[src/hw/rssh_map.svh]
`ifndef RSSH_MAP_SVH
`define RSSH_MAP_SVH

// ============================================================
// Register offsets
`define RSSH_ADDR_GLOBAL   8'h00
`define RSSH_ADDR_ENDSW    8'h01
`define RSSH_ADDR_CAPTURE  8'h36

// ============================================================
// Reset values
`define RSSH_GLOBAL_RST    32'h0000_6020
`define RSSH_ENDSW_RST     32'h0000_0000

// ============================================================
// Field positions in global_settings
`define RSSH_BIT_CAP_REVS  27

// ============================================================
// Virtual-limit stop mode codes
`define RSSH_VMODE_HARD    2'h1
`define RSSH_VMODE_SOFT    2'h2

// ============================================================
// Timing: soft-stop ramp tick divider (cycles of clk_i per tick)
`define RSSH_RAMP_DIV_DEF  16'h0032

`endif

[src/hw/rssh_pkg.sv]
package rssh_pkg;

	// ============================================================
	// Layout of end_switch_settings, most significant field first
	typedef struct packed {
		logic [17:0] unused;       // Bits 31:14, not used by this block
		logic        lat_act_r;    // Capture on right switch going active
		logic        lat_inact_r;  // Capture on right switch going inactive
		logic        lat_act_l;    // Capture on left switch going active
		logic        lat_inact_l;  // Capture on left switch going inactive
		logic [1:0]  virt_mode;    // Virtual-limit stop mode
		logic        virt_r_en;    // Virtual right limit enable
		logic        virt_l_en;    // Virtual left limit enable
		logic        soft_stop;    // Ramped stop on switch events
		logic        invert_dir;   // Swap blocked directions
		logic        pol_r;        // Right switch active level
		logic        pol_l;        // Left switch active level
		logic        en_r;         // Right switch processing enable
		logic        en_l;         // Left switch processing enable
	} rssh_endsw_t;

	// ============================================================
	// Conditioned switch state
	typedef struct packed {
		logic active;    // Polarity-corrected, enabled level
		logic to_act;    // One-cycle pulse: became active
		logic to_inact;  // One-cycle pulse: became inactive
	} rssh_sw_t;

	// ============================================================
	// Stop handling states, Gray along run -> soft -> hard
	typedef enum logic [1:0] {
		RSSH_RUN  = 2'b00,
		RSSH_SOFT = 2'b01,
		RSSH_HARD = 2'b11
	} rssh_stop_t;

endpackage

[src/hw/rssh_switch_cond.sv]
`timescale 1ns/100ps

module rssh_switch_cond
	import rssh_pkg::*;
(
	// Clock and reset
	input  wire logic     clk_i,
	input  wire logic     arst_n_i,
	// Switch pin and its settings
	input  wire logic     raw_i,
	input  wire logic     pol_i,
	input  wire logic     en_i,
	// Conditioned result
	output rssh_sw_t      sw_o
);

	// ============================================================
	// Synchroniser
	logic sync1_r;  // First stage, read only by the second
	logic sync2_r;  // Second stage, safe to use
	logic act_r;    // Conditioned level of the previous cycle

	// Two flops against metastability on the mechanical input
	always_ff @(posedge clk_i or negedge arst_n_i) begin
		if (!arst_n_i) begin
			sync1_r <= 1'b0;
			sync2_r <= 1'b0;
		end else begin
			sync1_r <= raw_i;
			sync2_r <= sync1_r;
		end
	end

	// ============================================================
	// Polarity, enable and edges
	logic act_nxt;  // Active level this cycle

	// High-active when pol is one, else low-active; disabled reads idle
	always_comb begin
		act_nxt = en_i & (pol_i ? sync2_r : ~sync2_r);
	end

	// Edge detection on the corrected level, one cycle per change
	always_ff @(posedge clk_i or negedge arst_n_i) begin
		if (!arst_n_i) begin
			act_r <= 1'b0;
			sw_o  <= '0;
		end else begin
			act_r           <= act_nxt;
			sw_o.active     <= act_nxt;
			sw_o.to_act     <= act_nxt & ~act_r;
			sw_o.to_inact   <= ~act_nxt & act_r;
		end
	end

endmodule

[src/hw/rssh_top.sv]
// Behaviour
// - Left switch used only when enabled
// - Right switch used only when enabled
// - Bit two sets left active level
// - Bit three sets right active level
// - Bit four swaps switch blocked directions
// - Switch stop hard when soft bit clear
// - Switch stop ramps when soft bit set
// - Virtual left limit needs its enable
// - Virtual right limit needs its enable
// - Virtual mode one stops hard
// - Virtual mode two ramps to zero
// - Capture position on left going inactive
// - Capture position on left going active
// - Bit 27 selects capture or revolutions
// - Capture position on right going inactive
// - Capture position on right going active
`timescale 1ns/100ps
`include "rssh_map.svh"

module rssh_top
	import rssh_pkg::*;
#(
	parameter logic [15:0] RAMP_DIV = `RSSH_RAMP_DIV_DEF  // Cycles per ramp tick
)
(
	// Clock and reset
	input  wire logic              clk_i,
	input  wire logic              arst_n_i,
	// Register port
	input  wire logic              wr_en_i,
	input  wire logic              rd_en_i,
	input  wire logic [7:0]        addr_i,
	input  wire logic [31:0]       wdata_i,
	output logic      [31:0]       rdata_o,
	output logic                   rvalid_o,
	// Switch pins
	input  wire logic              left_limit_input_i,
	input  wire logic              right_limit_input_i,
	// Ramp generator side
	input  wire logic signed [31:0] present_velocity_i,
	input  wire logic signed [31:0] present_position_i,
	input  wire logic        [31:0] revolution_counter_i,
	input  wire logic signed [31:0] virt_left_pos_i,
	input  wire logic signed [31:0] virt_right_pos_i,
	input  wire logic        [31:0] decel_step_i,
	// Results
	output logic signed [31:0]     velocity_o,
	output rssh_stop_t             stop_state_o,
	output logic                   left_active_o,
	output logic                   right_active_o
);

	// ============================================================
	// Registers
	logic [31:0] global_settings_r;      // General configuration
	rssh_endsw_t end_switch_settings_r;  // Switch configuration
	logic [31:0] capture_r;              // Latched position

	// Software writes; only the two documented offsets hold state
	always_ff @(posedge clk_i or negedge arst_n_i) begin
		if (!arst_n_i) begin
			global_settings_r     <= `RSSH_GLOBAL_RST;
			end_switch_settings_r <= `RSSH_ENDSW_RST;
		end else if (wr_en_i) begin
			if (addr_i == `RSSH_ADDR_GLOBAL) begin
				global_settings_r <= wdata_i;
			end
			if (addr_i == `RSSH_ADDR_ENDSW) begin
				end_switch_settings_r <= wdata_i;
			end
		end
	end

	// ============================================================
	// Switch conditioning
	rssh_sw_t sw_l;  // Left switch state
	rssh_sw_t sw_r;  // Right switch state

	rssh_switch_cond u_left (
		.clk_i    (clk_i),
		.arst_n_i (arst_n_i),
		.raw_i    (left_limit_input_i),
		.pol_i    (end_switch_settings_r.pol_l),
		.en_i     (end_switch_settings_r.en_l),
		.sw_o     (sw_l)
	);

	rssh_switch_cond u_right (
		.clk_i    (clk_i),
		.arst_n_i (arst_n_i),
		.raw_i    (right_limit_input_i),
		.pol_i    (end_switch_settings_r.pol_r),
		.en_i     (end_switch_settings_r.en_r),
		.sw_o     (sw_r)
	);

	// ============================================================
	// Stop decision
	logic neg_blk;    // A switch blocks negative motion
	logic pos_blk;    // A switch blocks positive motion
	logic mv_neg;     // Moving negative
	logic mv_pos;     // Moving positive
	logic sw_stop;    // Switch stop applies to present motion
	logic virt_stop;  // Virtual limit applies to present motion
	logic want_hard;  // Any stop that must be abrupt
	rssh_stop_t stop_nxt;

	// Direction assignment and stop classification
	always_comb begin
		mv_neg  = present_velocity_i < 0;
		mv_pos  = present_velocity_i > 0;
		// Left normally guards negative, swapped when inverted
		neg_blk = end_switch_settings_r.invert_dir ? sw_r.active : sw_l.active;
		pos_blk = end_switch_settings_r.invert_dir ? sw_l.active : sw_r.active;
		// Motion away from an active switch is left alone
		sw_stop = (mv_neg & neg_blk) | (mv_pos & pos_blk);
		virt_stop = (end_switch_settings_r.virt_l_en & mv_neg
				& (present_position_i <= virt_left_pos_i))
			| (end_switch_settings_r.virt_r_en & mv_pos
				& (present_position_i >= virt_right_pos_i));
		// Reserved virtual modes act as hard stop, the safer outcome
		want_hard = (sw_stop & ~end_switch_settings_r.soft_stop)
			| (virt_stop & (end_switch_settings_r.virt_mode != `RSSH_VMODE_SOFT));
		if (want_hard) begin
			stop_nxt = RSSH_HARD;
		end else if (sw_stop | virt_stop) begin
			stop_nxt = RSSH_SOFT;
		end else begin
			stop_nxt = RSSH_RUN;
		end
	end

	// ============================================================
	// Ramp tick divider
	logic [15:0] div_r;   // Cycle counter
	logic        tick_r;  // One-cycle ramp enable

	// Soft stop steps at a slower rate to form a linear ramp
	always_ff @(posedge clk_i or negedge arst_n_i) begin
		if (!arst_n_i) begin
			div_r  <= '0;
			tick_r <= 1'b0;
		end else if (div_r >= RAMP_DIV - 16'h0001) begin
			div_r  <= '0;
			tick_r <= 1'b1;
		end else begin
			div_r  <= div_r + 16'h0001;
			tick_r <= 1'b0;
		end
	end

	// ============================================================
	// Velocity output
	logic signed [31:0] step_s;  // Step as signed magnitude
	logic signed [31:0] vel_nxt;

	// Hard forces zero at once; soft walks toward zero, clamped
	always_comb begin
		step_s  = $signed(decel_step_i);
		vel_nxt = velocity_o;
		case (stop_nxt)
			RSSH_RUN: begin
				vel_nxt = present_velocity_i;
			end
			RSSH_HARD: begin
				vel_nxt = '0;
			end
			RSSH_SOFT: begin
				// Start the ramp from the live velocity on entry from run
				if (stop_state_o == RSSH_RUN) begin
					vel_nxt = present_velocity_i;
				end else if (tick_r) begin
					if (velocity_o > 0) begin
						vel_nxt = (velocity_o > step_s) ? velocity_o - step_s : '0;
					end else if (velocity_o < 0) begin
						vel_nxt = (-velocity_o > step_s) ? velocity_o + step_s : '0;
					end
				end
			end
			default: begin
				vel_nxt = '0;
			end
		endcase
	end

	// Registered results
	always_ff @(posedge clk_i or negedge arst_n_i) begin
		if (!arst_n_i) begin
			velocity_o     <= '0;
			stop_state_o   <= RSSH_RUN;
			left_active_o  <= 1'b0;
			right_active_o <= 1'b0;
		end else begin
			velocity_o     <= vel_nxt;
			stop_state_o   <= stop_nxt;
			left_active_o  <= sw_l.active;
			right_active_o <= sw_r.active;
		end
	end

	// ============================================================
	// Position capture
	logic cap_hit;  // Some enabled edge occurred

	// Each of the four edges has its own enable
	always_comb begin
		cap_hit = (sw_l.to_inact & end_switch_settings_r.lat_inact_l)
			| (sw_l.to_act & end_switch_settings_r.lat_act_l)
			| (sw_r.to_inact & end_switch_settings_r.lat_inact_r)
			| (sw_r.to_act & end_switch_settings_r.lat_act_r);
	end

	always_ff @(posedge clk_i or negedge arst_n_i) begin
		if (!arst_n_i) begin
			capture_r <= '0;
		end else if (cap_hit) begin
			capture_r <= present_position_i;
		end
	end

	// ============================================================
	// Register reads, one cycle after the request
	always_ff @(posedge clk_i or negedge arst_n_i) begin
		if (!arst_n_i) begin
			rdata_o  <= '0;
			rvalid_o <= 1'b0;
		end else begin
			rvalid_o <= rd_en_i;
			if (rd_en_i) begin
				case (addr_i)
					`RSSH_ADDR_GLOBAL:  rdata_o <= global_settings_r;
					`RSSH_ADDR_ENDSW:   rdata_o <= end_switch_settings_r;
					`RSSH_ADDR_CAPTURE: begin
						rdata_o <= global_settings_r[`RSSH_BIT_CAP_REVS]
							? revolution_counter_i : capture_r;
					end
					default:            rdata_o <= '0;
				endcase
			end
		end
	end

endmodule

[config.mk]
export PLATFORM = sky130hd
export DESIGN_NAME = rssh_top
export DESIGN_NICKNAME = d
export VERILOG_FILES = /design/src/hw/rssh_pkg.sv /design/src/hw/rssh_switch_cond.sv /design/src/hw/rssh_top.sv
export VERILOG_INCLUDE_DIRS = /design/src /design/src/hw
export SDC_FILE = /design/constraint.sdc
export NUM_CORES = 1
export LEC_CHECK = 0
export ABC_AREA = 1
export BUFFER_PORTS_ARGS = -buffer_cell sky130_fd_sc_hd__buf_2
export CORE_MARGIN = 5
export CORE_UTILIZATION = 58
export DETAILED_ROUTE_END_ITERATION = 8
export PLACE_DENSITY = 0.85
export SKIP_CTS_REPAIR_TIMING = 1
export SLEW_MARGIN = 20
export SYNTH_ARGS = -nofsm -noshare
export SYNTH_HDL_FRONTEND = slang
export SYNTH_SLANG_ARGS = --single-unit
[constraint.sdc]
create_clock -name clk_i -period 5 [get_ports clk_i]
set_input_delay 0.75 -clock clk_i [delete_from_list [all_inputs] [get_ports clk_i]]
set_output_delay 0.75 -clock clk_i [all_outputs]
set_load 0.005 [all_outputs]
==> run_results.csv <==
group,metric,value,unit
outcome,status,"finished clean",
critical_path,critPathLaunchType,"flop",
yosys,synthFlopType,"dfrtp_1",
timing,finalSetupViolCount,0,
critical_path,endpoint_kind,"flop",
drt,drc,0,
clock_network,cts_buffer_depth,2,
timing,period_needed,4527,ps
floorplan,core,0.02886,mm2
clock_network,clk_pin_slew,80,ps
layout,num-nets-final,3299,
timing,worst_pin_slew,1101,ps
clock_network,cts_sinks,192,
timing,maxSlewViolCount,0,
critical_path,crit_slowest_cell,"dfrtp_1",
yosys,netlist_area,0.01703,mm2
global_routing,grt_pass1_vias,18478,
placement,gp_congestion,1.034,
drt,drt_iter0_markers,2049,
critical_path,slowest_delay,480,ps
placement,placed_cells,3262,
yosys,netlist_instances,2620,
placement,io_buffers,306,
pwr,cellPowerDensity,238.9,mW/mm2
clock_network,clk-insertion-delay-late,450,ps
yosys,async_reset_ff_frac,1.000,
clock_network,cts_tree,"done",
floorplan,rows,62,
pwr,leakage,11.10,nW
layout,final_core_util,0.6755,
pwr,total_power,4.657,mW
layout,fin_cells,3296,
timing,max_freq,220.9,MHz
global_routing,grt_use_total,0.3821,
critical_path,required,5390,ps
floorplan,die_y,181.3,um
critical_path,cpMostUsedCell,"nand2_1",
clock_network,cts-root-buf,"clkbuf_16",
layout,area_delta_synth_final,14.48,%
drt,wl_per_cell,19.73,um
drt,ant_nets,0,
yosys,ys_ff_latch,192,
floorplan,die_area,0.03288,mm2
yosys,post_synth_num_cell_types,55,
drt,vias,19028,
drt,vias_per_cell,5.773,
flow_run,maxCapViolCount,0,
clock_network,cts_buffers,17,
yosys,avgSynthCellArea,6.499,um2
critical_path,critPathArrivalTime,4920,ps
yosys,ys_seq_area_frac,0.2824,
layout,drive_gt1_frac,0.1443,
critical_path,cp_max_fo,9,
clock_network,htree_levels,4,
timing,timing.final.crit_share,0.9053,
yosys,yosys_warnings,0,
global_routing,grt_max_degree,103,
timing,skew,13.87,ps
worst_hold_path,min_path_type,"flop to flop",
floorplan,ios,307,
global_routing,antenna_found_initial,5,
drt,first_pass_iters,6,
placement,place_hpwl,52.22,mm
yosys,synth-edff-count,0,
timing,relSlewSlack,0.2612,
global_routing,grt_pass1_wl,99.30,mm
critical_path,crit_type,"flop to flop",
floorplan,die_w,181.3,um
floorplan,start_util,0.5900,
pwr,ir_drop,335.1,uV
timing,finalHoldViolations,0,
global_routing,grt_overflow_total,0,
drt,drt-total-wl,65.03,mm
## final timing paths
path / to / slack (ps) / depth (start not counted) / startpoint
max in group asynchronous: capture_r[3] / 3440 / 2 / arst_n_i
worst max register to register: velocity_o[11] / 470 / 29 / velocity_o[2]
min in group asynchronous: rvalid_o / 370 / 1 / arst_n_i
worst min-delay path: u_right.sync2_r / 360 / 0 / u_right.sync1_r
worst min register to register: u_right.sync2_r / 360 / 0 / u_right.sync1_r
worst max-delay path: velocity_o[11] / 470 / 29 / velocity_o[2]
## synth_stat cells (6+ instances only)
library cell | number | area (um2)
nand3_1 | 118 | 590.6
mux2i_1 | 8 | 80.08
a21o_1 | 7 | 52.55
or2_2 | 6 | 37.54
xor2_1 | 43 | 376.6
nor3_1 | 28 | 140.1
inv_2 | 7 | 26.28
o211ai_1 | 16 | 120.1
a221oi_1 | 13 | 113.9
nand2_1 | 905 | 3397
o21ai_0 | 162 | 810.8
o21bai_1 | 12 | 90.09
nor2_2 | 7 | 43.79
nand3b_1 | 6 | 45.04
dfrtp_1 | 189 | 4730
nand4_1 | 44 | 275.3
a31oi_1 | 8 | 50.05
clkbuf_1 | 45 | 168.9
mux2_2 | 14 | 157.7
a21oi_1 | 137 | 685.7
ha_1 | 162 | 2027
buf_2 | 22 | 110.1
buf_4 | 10 | 75.07
o21a_1 | 7 | 52.55
nor4_1 | 7 | 43.79
inv_1 | 359 | 1348
xnor2_1 | 8 | 70.07
nor2_1 | 216 | 810.8
## where the power goes
group | internal (mW) | leakage, nW | total [mW] | switching [mW]
Combinational | 0.518 | 8.35 | 1.60 | 1.08
Sequential | 1.62 | 2.47 | 1.70 | 0.0779
Clock | 0.666 | 0.285 | 1.36 | 0.689
## worst max-delay path: cells and delay by family (launching register included)
family	cells	cell delay, ps
DFF	1	480
xor gates and xnor gates	1	170
adders and majority gates	1	360
buffers and inverters	4	470
AOI/OAI and AO/OA	1	190
and+or+nand+nor	22	2770
## state kept, by name, summed over array words and instances (netlist names), 2 cells and up
name / count
velocity_o: 32
end_switch_settings_r: 32
capture_r: 32
global_settings_r: 32
rdata_o: 32
u_left.sw_o: 2
stop_state_o: 2
u_right.sw_o: 2
div_r: 16
## metal layers
layer | GRT usage | share of wire | up-vias
li1 | - | - | 8903
met2 | 0.6459 | 0.48 | 955
met3 | 0.07440 | 0.086 | 234
met4 | 0.1981 | 0.059 | 10
met5 | 0 | 0.0010 | -
met1 | 0.4629 | 0.37 | 8926
## cell families (layout without fill, tap and decap cells)
family                   count (synthesis)  count (layout)  share of synthesized area
AND/OR/NAND/NOR                       1358            1358                     0.3275
buffers and inverters                  455             736                     0.1060
AO/OA/AOI/OAI                          377             377                     0.1223
flip-flops                             192             192                     0.2824
adder cells (fa/ha/maj)                164             164                     0.1214
XOR/XNOR                                51              51                    0.02623
multiplexers                            22              22                    0.01396
other                                    1              12                  0.0002202
## area by class of cell
| cell class | instances | area [um2] |
|---|---|---|
| antenna | 2 | 5.005 |
| clock buffer | 18 | 429.2 |
| clock inverter | 14 | 143.9 |
| fill | 2585 | 9365 |
| inverter | 372 | 1398 |
| multi-input combinational | 1982 | 10490 |
| sequential | 192 | 4808 |
| tap | 384 | 480.5 |
| timing repair buffer | 332 | 1739 |
## placed cells by master (no fill, tap or decap), types with 8 or more instances in the layout
master / Yosys / routed
a21oi_1: 137 / 137
a221oi_1: 13 / 12
a31oi_1: 8 / 8
buf_2: 22 / 305
buf_4: 10 / 25
clkbuf_16: 0 / 17
conb_1: 1 / 10
dfrtp_1: 189 / 189
ha_1: 162 / 162
inv_1: 359 / 359
mux2_2: 14 / 14
mux2i_1: 8 / 8
nand2_1: 905 / 904
nand3_1: 118 / 117
nand4_1: 44 / 44
nor2_1: 216 / 214
nor2_2: 7 / 8
nor3_1: 28 / 28
o211ai_1: 16 / 16
o21ai_0: 162 / 162
o21bai_1: 12 / 12
xnor2_1: 8 / 8
xor2_1: 43 / 43
## per-stage QoR
step	worst slack, ps	hold slack, ps	TNS (ps)	cell area (um2)
2_1_floorplan	1076	331.2	0	17060
3_3_place_gp	332.2	337.5	0	18890
3_5_place_dp	191.8	337.8	0	18890
6_report	473.3	356.7	0	19490
5_1_grt	-24.79	379.0	-62.08	19490
4_1_cts	155.7	355.5	0	19460
Power figures use the tool's default switching activity.
